==> src/inc/isctf_regs.vh <==
`ifndef ISCTF_REGS_VH
`define ISCTF_REGS_VH
// register byte addresses
`define ISCTF_ADDR_CLK 8'h1c
`define ISCTF_ADDR_RISE 8'h20
`define ISCTF_ADDR_CTRL 8'h24
`define ISCTF_ADDR_STAT 8'h28
// clock control fields
`define ISCTF_CLK_FAST 15
`define ISCTF_CLK_DUTY 14
`define ISCTF_CLK_DIV_HI 11
`define ISCTF_CLK_RESET 16'h0000
// rise time and filter fields
`define ISCTF_RISE_SCL_AF_OFF 31
`define ISCTF_RISE_SCL_AFW_LO 29
`define ISCTF_RISE_SDA_AF_OFF 28
`define ISCTF_RISE_SDA_AFW_LO 26
`define ISCTF_RISE_SCL_DF_LO 22
`define ISCTF_RISE_SDA_DF_LO 18
`define ISCTF_RISE_TR_HI 5
`define ISCTF_RISE_RESET 32'h0000_0002
// control fields
`define ISCTF_CTRL_EN 0
`define ISCTF_CTRL_MASTER 1
`define ISCTF_CTRL_RESET 2'h0
// duty multipliers
`define ISCTF_MUL_STD_LO 5'h01
`define ISCTF_MUL_STD_HI 5'h01
`define ISCTF_MUL_F2_LO 5'h02
`define ISCTF_MUL_F2_HI 5'h01
`define ISCTF_MUL_F169_LO 5'h10
`define ISCTF_MUL_F169_HI 5'h09
`endif

==> src/rtl/isctf_glitch_filter.v <==
`timescale 1ns/10ps
// digital glitch filter: output follows input once stable for len cycles
module isctf_glitch_filter (
  // clock and reset
  input wire ref_clk,
  input wire reset,
  // filter
  input wire [3:0] len,
  input wire din,
  output reg dout
);
  reg [3:0] cnt_reg;

  always @(posedge ref_clk or posedge reset) begin
    if (reset) begin
      cnt_reg <= 4'h0;
      dout <= 1'b1;
    end else if (len == 4'h0) begin
      cnt_reg <= 4'h0;
      dout <= din;
    end else if (din == dout) begin
      cnt_reg <= 4'h0;
    end else if (cnt_reg + 4'h1 >= len) begin
      cnt_reg <= 4'h0;
      dout <= din;
    end else begin
      cnt_reg <= cnt_reg + 4'h1;
    end
  end
endmodule

==> src/rtl/isctf_scl_gen.v <==
`timescale 1ns/10ps
// scl generator: low phase count, wait for rise, then high phase count
module isctf_scl_gen (
  // clock and reset
  input wire ref_clk,
  input wire reset,
  // control
  input wire run,
  input wire [16:0] low_cycles,
  input wire [16:0] high_cycles,
  input wire [5:0] rise_limit,
  input wire scl_in,
  // outputs
  output reg scl_drive_low,
  output reg high_phase
);
  localparam ST_IDLE = 2'h0;
  localparam ST_LOW = 2'h1;
  localparam ST_RISE = 2'h2;
  localparam ST_HIGH = 2'h3;
  reg [1:0] state_reg;
  reg [16:0] cnt_reg;

  always @(posedge ref_clk or posedge reset) begin
    if (reset) begin
      state_reg <= ST_IDLE;
      cnt_reg <= 17'h0;
      scl_drive_low <= 1'b0;
      high_phase <= 1'b0;
    end else if (!run) begin
      state_reg <= ST_IDLE;
      cnt_reg <= 17'h0;
      scl_drive_low <= 1'b0;
      high_phase <= 1'b0;
    end else begin
      case (state_reg)
        ST_IDLE: begin
          state_reg <= ST_LOW;
          cnt_reg <= 17'h1;
          scl_drive_low <= 1'b1;
          high_phase <= 1'b0;
        end
        ST_LOW: begin
          if (cnt_reg >= low_cycles) begin
            state_reg <= ST_RISE;
            cnt_reg <= 17'h0;
            scl_drive_low <= 1'b0;
          end else begin
            cnt_reg <= cnt_reg + 17'h1;
          end
        end
        ST_RISE: begin
          // wait for released line seen high or rise allowance used
          if (scl_in || cnt_reg >= {11'h0, rise_limit}) begin // RULE19
            state_reg <= ST_HIGH;
            cnt_reg <= 17'h1;
            high_phase <= 1'b1;
          end else begin
            cnt_reg <= cnt_reg + 17'h1;
          end
        end
        ST_HIGH: begin
          if (cnt_reg >= high_cycles) begin
            state_reg <= ST_LOW;
            cnt_reg <= 17'h1;
            scl_drive_low <= 1'b1;
            high_phase <= 1'b0;
          end else begin
            cnt_reg <= cnt_reg + 17'h1;
          end
        end
        default: begin
          state_reg <= ST_IDLE;
        end
      endcase
    end
  end
endmodule

==> src/rtl/isctf_top.v <==
// How it works
// RULE1 - software writes clock register only when disabled
// RULE2 - bit 15 picks standard or fast mode
// RULE3 - bit 14 picks ratio 2 or 16/9
// RULE4 - 12-bit divider sets master scl period
// RULE5 - ratio 1:1 low and high equal divider
// RULE6 - ratio 2:1 low twice, high once divider
// RULE7 - ratio 16:9 low 16x, high 9x divider
// RULE8 - divider minimum 4 standard, 1 fast
// RULE9 - rise limit applies only as master
// RULE10 - rise/filter register changed only when disabled
// RULE11 - analog filter bit zero enables, one disables
// RULE12 - width codes give 5 to 35 ns
// RULE13 - scl digital filter zero off, else cycles
// RULE14 - sda digital filter zero off, else cycles
// RULE15 - six-bit maximum rise time in clocks
// RULE16 - software writes rise time over period plus one
// RULE17 - software may add filter delay to rise
// RULE18 - peripheral clock multiple of 10 MHz
// RULE19 - high phase starts after scl seen high; code also starts it once the rise allowance is used up
//
// The APB slave port is this design's own decision.
`timescale 1ns/10ps
`include "isctf_regs.vh"
module isctf_top (
  // clock and reset
  input wire ref_clk,
  input wire reset,
  // apb slave
  input wire psel,
  input wire penable,
  input wire pwrite,
  input wire [7:0] paddr,
  input wire [31:0] pwdata,
  output reg [31:0] prdata,
  output reg pready,
  output reg pslverr,
  // i2c clock and data lines, open drain
  input wire scl_in,
  input wire sda_in,
  output reg scl_out,
  output reg scl_oe,
  // filtered lines
  output reg scl_filtered,
  output reg sda_filtered,
  // analog filter cell controls
  output reg scl_analog_filter_off,
  output reg [1:0] scl_analog_filter_width,
  output reg sda_analog_filter_off,
  output reg [1:0] sda_analog_filter_width
);
  reg [15:0] scl_timing_control_reg;
  reg [31:0] rise_time_and_filter_config_reg;
  reg [1:0] ctrl_reg;
  reg [31:0] rdata_next;
  reg [4:0] mul_lo;
  reg [4:0] mul_hi;
  wire setup;
  wire wr_ok;
  wire enabled;
  wire master;
  wire fast_speed_select;
  wire duty_sel;
  wire [11:0] scl_divider;
  wire [5:0] rise_time_limit;
  wire [5:0] rise_used;
  wire [3:0] scl_glitch_filter_len;
  wire [3:0] sda_glitch_filter_len;
  wire [16:0] low_cycles;
  wire [16:0] high_cycles;
  wire scl_f;
  wire sda_f;
  wire gen_low;
  wire gen_high;

  // phase length = multiplier times divider
  function [16:0] phase_len;
    input [4:0] mul;
    input [11:0] div;
    begin
      phase_len = mul * div;
    end
  endfunction

  assign setup = psel && !penable;
  assign wr_ok = setup && pwrite;
  assign enabled = ctrl_reg[`ISCTF_CTRL_EN];
  assign master = ctrl_reg[`ISCTF_CTRL_MASTER];
  assign fast_speed_select = scl_timing_control_reg[`ISCTF_CLK_FAST];
  assign duty_sel = scl_timing_control_reg[`ISCTF_CLK_DUTY];
  assign scl_divider =
    scl_timing_control_reg[`ISCTF_CLK_DIV_HI:0]; // RULE4
  assign rise_time_limit =
    rise_time_and_filter_config_reg[`ISCTF_RISE_TR_HI:0]; // RULE15
  assign scl_glitch_filter_len =
    rise_time_and_filter_config_reg[`ISCTF_RISE_SCL_DF_LO +: 4];
  assign sda_glitch_filter_len =
    rise_time_and_filter_config_reg[`ISCTF_RISE_SDA_DF_LO +: 4];
  // rise allowance only while master
  assign rise_used = master ? rise_time_limit : 6'h00; // RULE9

  // ratio selection
  always @* begin
    if (!fast_speed_select) begin // RULE2
      mul_lo = `ISCTF_MUL_STD_LO; // RULE5
      mul_hi = `ISCTF_MUL_STD_HI;
    end else if (!duty_sel) begin // RULE3
      mul_lo = `ISCTF_MUL_F2_LO; // RULE6
      mul_hi = `ISCTF_MUL_F2_HI;
    end else begin
      mul_lo = `ISCTF_MUL_F169_LO; // RULE7
      mul_hi = `ISCTF_MUL_F169_HI;
    end
  end

  assign low_cycles = phase_len(mul_lo, scl_divider);
  assign high_cycles = phase_len(mul_hi, scl_divider);

  // registers; apb answers in the access cycle
  always @(posedge ref_clk or posedge reset) begin
    if (reset) begin
      scl_timing_control_reg <= `ISCTF_CLK_RESET;
      rise_time_and_filter_config_reg <= `ISCTF_RISE_RESET;
      ctrl_reg <= `ISCTF_CTRL_RESET;
      prdata <= 32'h0;
      pready <= 1'b0;
      pslverr <= 1'b0;
    end else begin
      pready <= setup;
      pslverr <= 1'b0;
      if (setup) begin
        prdata <= pwrite ? 32'h0 : rdata_next;
        case (paddr)
          `ISCTF_ADDR_CLK, `ISCTF_ADDR_RISE, `ISCTF_ADDR_CTRL,
          `ISCTF_ADDR_STAT: pslverr <= 1'b0;
          default: pslverr <= 1'b1;
        endcase
      end
      // settings are ignored while enabled
      if (wr_ok && paddr == `ISCTF_ADDR_CLK && !enabled) begin // RULE1
        scl_timing_control_reg <= {pwdata[15:14], 2'h0, pwdata[11:0]};
      end
      if (wr_ok && paddr == `ISCTF_ADDR_RISE && !enabled) begin // RULE10
        rise_time_and_filter_config_reg <=
          {pwdata[31:18], 12'h000, pwdata[5:0]};
      end
      if (wr_ok && paddr == `ISCTF_ADDR_CTRL) begin
        ctrl_reg <= pwdata[1:0];
      end
    end
  end

  always @* begin
    case (paddr)
      `ISCTF_ADDR_CLK: rdata_next = {16'h0, scl_timing_control_reg};
      `ISCTF_ADDR_RISE: rdata_next = rise_time_and_filter_config_reg;
      `ISCTF_ADDR_CTRL: rdata_next = {30'h0, ctrl_reg};
      `ISCTF_ADDR_STAT:
        rdata_next = {28'h0, gen_high, scl_oe, sda_f, scl_f};
      default: rdata_next = 32'h0;
    endcase
  end

  isctf_glitch_filter u_scl_filter (
    .ref_clk(ref_clk),
    .reset(reset),
    .len(scl_glitch_filter_len), // RULE13
    .din(scl_in),
    .dout(scl_f)
  );

  isctf_glitch_filter u_sda_filter (
    .ref_clk(ref_clk),
    .reset(reset),
    .len(sda_glitch_filter_len), // RULE14
    .din(sda_in),
    .dout(sda_f)
  );

  isctf_scl_gen u_scl_gen (
    .ref_clk(ref_clk),
    .reset(reset),
    .run(enabled && master),
    .low_cycles(low_cycles),
    .high_cycles(high_cycles),
    .rise_limit(rise_used),
    .scl_in(scl_f),
    .scl_drive_low(gen_low),
    .high_phase(gen_high)
  );

  // output flops
  always @(posedge ref_clk or posedge reset) begin
    if (reset) begin
      scl_out <= 1'b0;
      scl_oe <= 1'b0;
      scl_filtered <= 1'b1;
      sda_filtered <= 1'b1;
      scl_analog_filter_off <= 1'b0;
      scl_analog_filter_width <= 2'h0;
      sda_analog_filter_off <= 1'b0;
      sda_analog_filter_width <= 2'h0;
    end else begin
      scl_out <= 1'b0;
      scl_oe <= gen_low;
      scl_filtered <= scl_f;
      sda_filtered <= sda_f;
      scl_analog_filter_off <=
        rise_time_and_filter_config_reg[`ISCTF_RISE_SCL_AF_OFF]; // RULE11
      sda_analog_filter_off <=
        rise_time_and_filter_config_reg[`ISCTF_RISE_SDA_AF_OFF];
      scl_analog_filter_width <=
        rise_time_and_filter_config_reg[`ISCTF_RISE_SCL_AFW_LO +: 2]; // RULE12
      sda_analog_filter_width <=
        rise_time_and_filter_config_reg[`ISCTF_RISE_SDA_AFW_LO +: 2];
    end
  end
endmodule

==> config.mk <==
export PLATFORM = sky130hd
export DESIGN_NAME = isctf_top
export DESIGN_NICKNAME = d
export VERILOG_FILES = /design/src/rtl/isctf_glitch_filter.v /design/src/rtl/isctf_scl_gen.v /design/src/rtl/isctf_top.v
export VERILOG_INCLUDE_DIRS = /design/src /design/src/inc
export SDC_FILE = /design/constraint.sdc
export NUM_CORES = 1
export LEC_CHECK = 0
export ABC_AREA = 0
export BUFFER_PORTS_ARGS = -buffer_cell sky130_fd_sc_hd__clkbuf_2
export CORE_ASPECT_RATIO = 0.5
export CORE_MARGIN = 3
export CORE_UTILIZATION = 59
export DETAILED_ROUTE_END_ITERATION = 7
export MAX_ROUTING_LAYER = met4
export PLACE_DENSITY = 0.91
export SYNTH_ARGS = -nofsm -noshare
export SYNTH_HDL_FRONTEND = slang
export SYNTH_SLANG_ARGS = --single-unit
==> constraint.sdc <==
create_clock -name ref_clk -period 6.9 [get_ports ref_clk]
set_clock_uncertainty 0.1 [all_clocks]
set_input_delay 2.07 -clock ref_clk [delete_from_list [all_inputs] [get_ports ref_clk]]
set_output_delay 2.07 -clock ref_clk [all_outputs]
set_load 0.02 [all_outputs]
======== Word-level counts from Yosys, hierarchy flattened ========
Index checks and enable logic that the tools add are counted.
Widths: inputs -> output; s select.
word-level totals
  register bits after elaboration ......... 110
operators by class
  $add $sub $neg .......................... 3
  multipliers ............................. 2
  magnitude comparators ................... 5
  eq/ne operators ......................... 16
  muxes and demuxes ....................... 39
  reductions and logical operators ........ 22
operator list
  cell                   count
  $pmux 32 s4            1
  $mux 17                4
  $pmux 17 s4            1
  $ge 17x17->1           2
  $mul 5x12->17          2
  $mux 32                1
  $mux 4                 8
  $eq 8x6->1 const B     3
  $add 17x1->17 const B  1
  $ge 17x6->1            1
  $mux 1                 14
  $mux 5                 2
  $ne 3x3->1 const B     3
  $reduce_and 3->1       3
  $add 4x1->4 const B    2
  $eq 8x5->1 const B     1
  $ge 4x4->1             2
  $logic_and 1x1->1      8
  $logic_not 4->1        2
  $mux 2                 4
  $ne 4x4->1 const B     2
  $pmux 2 s4             1
  $mux 6                 1
  $pmux 1 s3             2
  10 further kinds       16

======== Logic depth before layout (Yosys ltp) ========
Gate-level depths: netlist of run 1.
  depth in word-level cells ............... 7
  gate-level depth with buffers ........... 22
  depth with buffers taken out ............ 20

======== Hierarchy ========
Synthesis of run 1 repeated with hierarchy kept, for this count alone.
unflattened totals
  cells, all modules ...................... 760
  area, all modules ....................... 7684.9 sq um
by module, submodules not included
  module               instances  cells an instance  area each (sq um)
  isctf_top            1          439                4814.6
  isctf_scl_gen        1          255                2164.6
  isctf_glitch_filter  2          33                 352.8

======== Least setup slack after synthesis of run 1 ========
No wires, ideal clock.
  path type ............................... register -> register
  start ................................... register scl_timing_control_reg[15]
  end ..................................... register u_scl_gen.cnt_reg[10]
  setup time .............................. 87 ps
  data arrival time ....................... 4787 ps
  required time ........................... 6713 ps
  setup slack ............................. 1926 ps
  stages on the path, launching flop included .. 22
  cells stage by stage .................... dfrtp_1 -> nor2b_1 -> clkbuf_1 -> and2_1 -> ha_1 -> inv_1 -> fa_1 -> inv_1 -> ha_1 -> a21o_1 -> a21oi_1 -> o22ai_1 -> o41ai_1 -> o21ai_0 -> ha_1 -> a21o_1 -> a21o_1 -> a211o_1 -> a21oi_1 -> a311oi_4 -> buf_6 -> nor3_1
on the way
  cells in the longest elaborated chain, start to end .. 6
ends and longest elaborated chain
  what                                     line                                    RTL
  start: declaration                       isctf_top.v:52                          reg [15:0] scl_timing_control_reg;
  start signal: assignment                 isctf_top.v:122                         scl_timing_control_reg <= `ISCTF_CLK_RESET;
  start signal: assignment                 isctf_top.v:141                         scl_timing_control_reg <= {pwdata[15:14], 2'h0, pwdata[11:0]};
  $mux 4 / $mux 5 (equally long branches)  isctf_top.v:104                         if (!fast_speed_select) begin
  $mul 5x12->17                            isctf_top.v:81                          phase_len = mul * div;
  $ge 17x17->1 (on tied branches)          isctf_scl_gen.v:63, isctf_scl_gen.v:44
  $mux 17 (on tied branches)               isctf_scl_gen.v:63, isctf_scl_gen.v:44
  $pmux 17 s4 (*)                          isctf_scl_gen.v:36                      case (state_reg)
  $mux 17 (*)                              isctf_scl_gen.v:30                      end else if (!run) begin
  end signal: assignment                   isctf_scl_gen.v:49                      cnt_reg <= cnt_reg + 17'h1;
  end signal: assignment                   isctf_scl_gen.v:59                      cnt_reg <= cnt_reg + 17'h1;
  end signal: assignment                   isctf_scl_gen.v:69                      cnt_reg <= cnt_reg + 17'h1;
  end: declaration                         isctf_scl_gen.v:22                      reg [16:0] cnt_reg;
Every way passes the cells marked *; elsewhere a longest branch is shown, timed or not.
A chain may end at the register's enable or synchronous reset.

======== Worst setup path after layout of run 1 ========
  start ................................... register scl_timing_control_reg[14]
  end ..................................... register u_scl_gen.cnt_reg[5]
on the way
  cells in the longest elaborated chain, start to end .. 7
ends and longest elaborated chain
  what                                     line                                    RTL
  $mux 4 / $mux 5 (equally long branches)  isctf_top.v:107                         end else if (!duty_sel) begin
  $mux 4 / $mux 5 (equally long branches)  isctf_top.v:104
  $mul 5x12->17                            isctf_top.v:81
  $ge 17x17->1 (on tied branches)          isctf_scl_gen.v:63, isctf_scl_gen.v:44
  $mux 17 (on tied branches)               isctf_scl_gen.v:63, isctf_scl_gen.v:44
  $pmux 17 s4 (*)                          isctf_scl_gen.v:36
  $mux 17 (*)                              isctf_scl_gen.v:30
Marked as above.

==> results of run 1 <==
-- Yosys cell counts, types with 8 or more instances --
master and count:
sky130_fd_sc_hd__a21o_1 9, sky130_fd_sc_hd__a21oi_1 25, sky130_fd_sc_hd__a22o_1 30, sky130_fd_sc_hd__and2_1 15
sky130_fd_sc_hd__and3_1 12, sky130_fd_sc_hd__clkbuf_1 11, sky130_fd_sc_hd__dfrtp_1 101, sky130_fd_sc_hd__fa_1 9
sky130_fd_sc_hd__ha_1 100, sky130_fd_sc_hd__inv_1 57, sky130_fd_sc_hd__mux2_2 24, sky130_fd_sc_hd__mux2_4 8
sky130_fd_sc_hd__nand2_1 42, sky130_fd_sc_hd__nand2b_1 15, sky130_fd_sc_hd__nand3_1 16, sky130_fd_sc_hd__nor2_1 31
sky130_fd_sc_hd__nor2b_1 16, sky130_fd_sc_hd__nor3_1 18, sky130_fd_sc_hd__o21ai_0 28, sky130_fd_sc_hd__xnor2_1 15
sky130_fd_sc_hd__xor2_1 22
-- final timing paths --
check                                                       startpoint                                         endpoint  slack, ps  cells after the start
worst min-delay path                     u_sda_filter.dout$_DFFE_PP1P_                           sda_filtered$_DFF_PP1_        300                      0
worst max-delay path            scl_timing_control_reg[14]$_DFFE_PP0P_                   u_scl_gen.cnt_reg[5]$_DFF_PP0_        740                     19
max in group asynchronous                                        reset                  u_scl_gen.cnt_reg[11]$_DFF_PP0_       3830                      3
min in group asynchronous                                        reset  rise_time_and_filter_config_reg[19]$_DFFE_PP0P_       1630                      2
worst max register to register  scl_timing_control_reg[14]$_DFFE_PP0P_                   u_scl_gen.cnt_reg[5]$_DFF_PP0_        740                     19
worst min register to register           u_sda_filter.dout$_DFFE_PP1P_                           sda_filtered$_DFF_PP1_        300                      0
-- cell usage in the layout (no fill, tap or decap), types with 6 or more instances in the layout --
master / n
sky130_fd_sc_hd__mux2_4: 8
sky130_fd_sc_hd__xor2_1: 22
sky130_fd_sc_hd__a21o_1: 9
sky130_fd_sc_hd__mux2_2: 24
sky130_fd_sc_hd__dfrtp_1: 101
sky130_fd_sc_hd__a22o_1: 30
sky130_fd_sc_hd__nand4_1: 7
sky130_fd_sc_hd__clkbuf_16: 9
sky130_fd_sc_hd__buf_4: 6
sky130_fd_sc_hd__ha_1: 100
sky130_fd_sc_hd__nor2b_1: 16
sky130_fd_sc_hd__mux2i_1: 7
sky130_fd_sc_hd__clkbuf_2: 81
sky130_fd_sc_hd__inv_1: 56
sky130_fd_sc_hd__nand2b_1: 15
sky130_fd_sc_hd__nor3_1: 18
sky130_fd_sc_hd__nand3_1: 16
sky130_fd_sc_hd__and2_1: 15
sky130_fd_sc_hd__o21ai_0: 28
sky130_fd_sc_hd__o21a_1: 7
sky130_fd_sc_hd__a211o_1: 6
sky130_fd_sc_hd__a21oi_1: 25
sky130_fd_sc_hd__fa_1: 9
sky130_fd_sc_hd__nor2_1: 31
sky130_fd_sc_hd__and3_1: 12
sky130_fd_sc_hd__nand2_1: 42
sky130_fd_sc_hd__xnor2_1: 15
-- cells by family (layout without fill, tap and decap cells) --
logic type                 count (synthesis)  after routing  synth area share (%)
xor gates and xnor gates                  37             37                  4.41
other                                      1              5                0.0510
muxes                                     39             39                  6.26
buffers and inverters                     80            160                  4.61
adders and majority gates                109            109                  19.5
DFF                                      106            106                  36.1
and+or+nand+nor                          204            204                  15.4
AOI/OAI and AO/OA                        136            136                  13.7
-- worst max-delay path: cells and delay by family (launching register included) --
family | cells | cell delay (ps)
and+or+nand+nor | 3 | 1260
adders and majority gates | 4 | 1350
AOI/OAI and AO/OA | 10 | 2700
DFF | 1 | 550
buffers and inverters | 2 | 100
-- power breakdown --
part           internal (mW)  switching, mW
clock                  0.307          0.242
combinational         0.0477         0.0679
sequential             0.640         0.0184
-- stage by stage --
stage	instances	area, um^2	utilization [%]	hold slack [ps]	setup slack (ps)
2_1_floorplan	716	7370	-	254	1930
3_3_place_gp	945	7910	66.0	271	1240
3_5_place_dp	945	7910	66.0	278	1010
4_1_cts	961	8220	68.6	299	896
5_1_grt	961	8220	68.6	308	281
6_report	961	8220	68.6	299	738
-- routing by layer --
layer  GRT usage (%)  vias to the layer above  wire length [um]  share of wire, %
met4            10.9                        0               559               3.2
li1                -                     2695                 -                 -
met1            32.9                     2976              7280                41
met2            44.8                      266              8450                48
met5               -                        -                 0                 0
met3            6.83                       68              1390               7.9
-- layout make-up --
class	count	area [um^2]
inverter	57	216
clock inverter	5	66.3
sequential	106	2660
clock buffer	11	253
fill	783	3760
multi-input combinational	530	4370
timing repair buffer	87	450
tap	165	206
==> Implementation_results.wiki, run 1 <==
{| class="wikitable"
! Metric !! Value
|-
| Run status || finished clean
|-
| Hold buffer count at cts || 0
|-
| Final net count || 947
|-
| Total Routed Length || 17,700 um
|-
| Final setup fails || 0
|-
| CTS tree || built
|-
| Die ar. || 13,900 um^2
|-
| Count of boundary I/O pins || 91
|-
| VDD IR-drop max || 0.180 mV
|-
| Mapped cell area || 7360 um^2
|-
| Critical path's largest stage delay || 700 ps
|-
| Synthesis warning total || 0
|-
| Die W || 164 um
|-
| Routed vias/inst || 6.25
|-
| Number of setup buffers added after CTS || 0
|-
| MaxCap Viol Count || 0
|-
| Leakage dissipation || 4.33 nW
|-
| Setup repair after global routing missed its margin || false
|-
| Initial standard-cell utilization of the core || 61.4%
|-
| Proportion of layout cells with a drive suffix above 1 || 19.8%
|-
| Count of inserted antenna diode cells || 0
|-
| Post-cts repair resize count || 0
|-
| Clock-pin slew on the worst setup and hold paths || 70 ps
|-
| Worst-Margin Slew || 1110 ps
|-
| PwrDens || 161 nW/um^2
|-
| Number of global-route vias before repair || 6,151
|-
| Maximum level of the CTS H-tree || 3
|-
| Number of synthesized register bits || 106
|-
| Vertical die dimension || 85.0 um
|-
| Number of placement rows || 28
|-
| Final cycle utilization of the critical path || 89.3%
|-
| Relative slew margins || 23.8%
|-
| Per-instance average area after synthesis || 10.3 um^2
|-
| Share of the yosys chip area belonging to registers || 36.1%
|-
| Hold Path Class || flip-flop to flip-flop
|-
| Final hold violations || 0
|-
| Nature of the critical path startpoint || flip-flop
|-
| Length of the first detailed-routing pass in iterations || 5
|-
| Top cell type's share of synthesized area || 34.4%
|-
| Max Fclk || 162 MHz
|-
| GRT Residual Overflow || 0
|-
| Data arrival, critical path || 6320 ps
|-
| Post-route minimum period || 6160 ps
|-
| Highest fanout seen on the critical path || 18
|-
| Dominant cells by area after synthesis || sky130_fd_sc_hd__dfrtp_1 (34%), sky130_fd_sc_hd__ha_1 (17%), sky130_fd_sc_hd__mux2_2 (3.7%)
|-
| Critical Path, Cell by Cell || nor2b_1, and2_1, ha_1, inv_1, fa_1, inv_1, ha_1, a21o_1, a21oi_1, o22ai_1, o41ai_1, o21ai_0, ha_1, a21o_1, a21o_1, a211o_1, a21oi_1, a311oi_4, nor3_1
|-
| Synthesized instance count || 712
|-
| Max stage delay cell, worst path || sky130_fd_sc_hd__nor2b_1
|-
| Post-Route Setup TNS || 0 ps
|-
| Worst-Skew Late Latency || 360 ps
|-
| Total number of vias || 6,005
|-
| Pin count of the biggest net entering global routing || 70
|-
| Final HPWL from detailed placement || 12,700 um
|-
| Main flop type after synthesis || sky130_fd_sc_hd__dfrtp_1
|-
| Clk buf depth || 2
|-
| Post-route DRC || 0
|-
| Overall track demand over capacity in global routing || 27.4%
|-
| Number of antenna violations at the first check in global routing || 0
|-
| Number of slew-limit violations in the final report || 0
|-
| Fraction of synthesis flops using an asynchronous set or reset pin || 100%
|-
| Overall Power || 1.32 mW
|-
| DRT iter0 DRCs || 467
|-
| Number of CTS-inserted buffers || 9
|-
| Post-synth EDFFs || 0
|-
| Type of the worst setup path || flip-flop to flip-flop
|-
| Number of nets with antenna violations after detailed routing || 0
|-
| Avg WL per Cell || 18.4 um
|-
| Number of different library cells in the post-synthesis netlist || 71
|-
| Number of port buffers || 81
|-
| Critical path required time || 7050 ps
|-
| Largest register FFs || 28
|-
| Final Wtd Congestion || 0.906
|-
| Top cell type by total area after synthesis || sky130_fd_sc_hd__dfrtp_1
|-
| First-pass GRT wire length || 29,400 um
|-
| Core area || 12,000 um^2
|-
| Worst Setup End Kind || flip-flop
|-
| # clock sinks || 106
|-
| Root Buffer Master || sky130_fd_sc_hd__clkbuf_16
|-
| P&R area growth vs syn || 11.8%
|}
Note: power is estimated with default switching activity, not from simulation.
==> inputs of run 2 (changes only) <==
REMOVE_ABC_BUFFERS = 1   (was default)
==> run 2 against run 1 <==
  * Sequential power is essentially flat
  * Combinational power is essentially flat
  * Critical path depth grew 2
  * Power fell by 3.8%
  * Critical endpoint is now u_scl_gen.cnt_reg[16]$_DFF_PP0_
  * Hold slack got worse by 4.7 ps
==> Implementation_results.wiki, run 2 (synthesized netlist as in run 1, its figures left out) <==
{| class="wikitable"
! Metric !! Value
|-
| Post-route minimum period || 5980 ps
|-
| Nature of the critical path startpoint || flip-flop
|-
| Number of setup buffers added after CTS || 0
|-
| Vertical die dimension || 85.0 um
|-
| # clock sinks || 106
|-
| Hold Path Origin || u_scl_gen.scl_drive_low$_DFFE_PP0P_
|-
| Placed inst area || 7910 um^2
|-
| Clock-pin slew on the worst setup and hold paths || 80 ps
|-
| Max Fclk || 167 MHz
|-
| Relative slew margins || 20.0%
|-
| Routed vias/inst || 6.05
|-
| Reg-to-reg slack, setup || 920 ps
|-
| Largest register FFs || 28
|-
| Count of non-filler cells in the finished layout || 962
|-
| Worst Reg-to-Reg Cells || 21
|-
| CTS tree || built
|-
| Type of the worst setup path || flip-flop to flip-flop
|-
| Total Routed Length || 17,400 um
|-
| Setup repair after global routing missed its margin || false
|-
| Leakage dissipation || 4.31 nW
|-
| Reg2reg start || scl_timing_control_reg[15]$_DFFE_PP0P_
|-
| Overall track demand over capacity in global routing || 26.4%
|-
| Count of inserted antenna diode cells || 0
|-
| Post-route core utilization || 68.5%
|-
| Part of the power in combinational logic || 9.1%
|-
| GRT Residual Overflow || 0
|-
| Proportion of layout cells with a drive suffix above 1 || 19.8%
|-
| Clock power frac || 39.4%
|-
| Hold buffer count at cts || 0
|-
| Final-layout worst hold slack || 294 ps
|-
| Number of global-route vias before repair || 5,918
|-
| Switching power as a share of total power || 26.1%
|-
| Final HPWL from detailed placement || 13,000 um
|-
| Final Wtd Congestion || 0.932
|-
| Maximum level of the CTS H-tree || 3
|-
| P&R area growth vs syn || 11.5%
|-
| Worst reg2reg path endpoint || u_scl_gen.cnt_reg[16]$_DFF_PP0_
|-
| Internal power || 0.941 mW
|-
| Post-Route Setup TNS || 0 ps
|-
| Sequential fraction of design power || 51.5%
|-
| Number of nets with antenna violations after detailed routing || 0
|-
| Critical path required time || 7060 ps
|-
| Number of placement rows || 28
|-
| Placed Cells incl. Taps || 946
|-
| PwrDens || 155 nW/um^2
|-
| Initial standard-cell utilization of the core || 61.4%
|-
| Commonest non-fill, non-tap cells in the layout || sky130_fd_sc_hd__dfrtp_1 (101), sky130_fd_sc_hd__ha_1 (100), sky130_fd_sc_hd__clkbuf_2 (81)
|-
| Final cycle utilization of the critical path || 86.7%
|-
| Number of antenna violations at the first check in global routing || 0
|-
| Die W || 164 um
|-
| DRT iter0 DRCs || 502
|-
| Most frequent standard cell in the layout excluding fill and tap cells || sky130_fd_sc_hd__dfrtp_1
|-
| Number of CTS-inserted buffers || 9
|-
| Post-cts repair resize count || 0
|-
| Core area || 12,000 um^2
|-
| Total number of vias || 5,823
|-
| Die ar. || 13,900 um^2
|-
| Post-route DRC || 0
|-
| Min-Delay Endpoint || scl_oe$_DFF_PP0_
|-
| Worst-Margin Slew || 1170 ps
|-
| Avg WL per Cell || 18.1 um
|-
| Run status || finished clean
|-
| Number of slew-limit violations in the final report || 0
|-
| Total net switching power || 0.333 mW
|-
| Count of boundary I/O pins || 91
|-
| MaxCap Viol Count || 0
|-
| Number of port buffers || 81
|-
| Cell count of the worst hold path || 0
|-
| VDD IR-drop max || 0.123 mV
|-
| First-pass GRT wire length || 28,700 um
|-
| Worst-Skew Late Latency || 360 ps
|-
| Hold Path Class || flip-flop to flip-flop
|-
| Final hold violations || 0
|-
| Length of the first detailed-routing pass in iterations || 5
|-
| Root Buffer Master || sky130_fd_sc_hd__clkbuf_16
|-
| Final setup fails || 0
|-
| Clk buf depth || 2
|-
| Data arrival, critical path || 6140 ps
|-
| Highest fanout seen on the critical path || 21
|-
| Worst Setup End Kind || flip-flop
|-
| Pin count of the biggest net entering global routing || 66
|-
| Post-layout instance area || 8200 um^2
|-
| Final net count || 948
|}
## run 2: changes by cell type in the layout (fill, tap and decap cells not counted), sizes merged
cell / previous run / this run
buf: 6 / 7
clkinvlp: 0 / 2
bufinv: 1 / 0
clkbuf: 92 / 91
## run 2: final cells by class
cell class,count,area (um^2)
Inverter,57,216
Timing Repair Buffer,88,458
Clock inverter,6,60.1
Multi-Input combinational cell,530,4370
Clock buffer,10,229
Fill cell,807,3780
Sequential cell,106,2660
Tap cell,165,206
## run 2: worst max-delay path by stage
stage                                            from                                 end  slack, ps  cells after the start
2_1_floorplan  scl_timing_control_reg[15]$_DFFE_PP0P_  u_scl_gen.state_reg[0]$_DFFE_PP0P_       1870                     19
3_3_place_gp   scl_timing_control_reg[14]$_DFFE_PP0P_  u_scl_gen.state_reg[0]$_DFFE_PP0P_       1310                     16
3_5_place_dp   scl_timing_control_reg[15]$_DFFE_PP0P_     u_scl_gen.cnt_reg[16]$_DFF_PP0_       1030                     21
4_1_cts        scl_timing_control_reg[15]$_DFFE_PP0P_     u_scl_gen.cnt_reg[16]$_DFF_PP0_        940                     21
5_1_grt        scl_timing_control_reg[15]$_DFFE_PP0P_     u_scl_gen.cnt_reg[16]$_DFF_PP0_        610                     21
6_report       scl_timing_control_reg[15]$_DFFE_PP0P_     u_scl_gen.cnt_reg[16]$_DFF_PP0_        920                     21
## run 2: per-stage QoR
| stage | setup slack [ps] | power [mW] |
|---|---|---|
| 6_report | 920 | 1.27 |
| 5_1_grt | 608 | 1.32 |
| 4_1_cts | 936 | 1.28 |
| 3_5_place_dp | 1030 | 0.782 |
| 3_3_place_gp | 1310 | 0.774 |
| 2_1_floorplan | 1870 | 0.739 |
## run 2: power groups by stage
stage               Sequential (mW)  Clock [mW]  Combinational, mW
detailed placement            0.668           0              0.114
global route                  0.658       0.534              0.130
floorplan                     0.667           0             0.0718
global placement              0.667           0              0.107
CTS                           0.656       0.506              0.116
finish                        0.657       0.502              0.115
## run 2: layer usage
layer / track usage [%] / part of all wire, %
met5: - / 0
met4: 8.44 / 2.1
met3: 6.14 / 7.5
met2: 43.2 / 48
met1: 32.9 / 43
## run 2: worst max-delay path, cell delays in order (launching register included)
cell                       delay [ps]
sky130_fd_sc_hd__dfrtp_1          420
sky130_fd_sc_hd__buf_4            220
sky130_fd_sc_hd__nor2b_1          150
sky130_fd_sc_hd__buf_4            200
sky130_fd_sc_hd__and2_1           170
sky130_fd_sc_hd__ha_1             280
sky130_fd_sc_hd__inv_1             50
sky130_fd_sc_hd__fa_1             540
sky130_fd_sc_hd__inv_1             50
sky130_fd_sc_hd__ha_1             340
sky130_fd_sc_hd__a21o_1           210
sky130_fd_sc_hd__a21oi_1          330
sky130_fd_sc_hd__o22ai_1          240
sky130_fd_sc_hd__o41ai_1          490
sky130_fd_sc_hd__o21ai_0          210
sky130_fd_sc_hd__ha_1             330
sky130_fd_sc_hd__a21o_1           160
sky130_fd_sc_hd__a21o_1           170
sky130_fd_sc_hd__a211o_1          280
sky130_fd_sc_hd__a21oi_1          430
sky130_fd_sc_hd__a311oi_4         210
sky130_fd_sc_hd__nor3_1           300
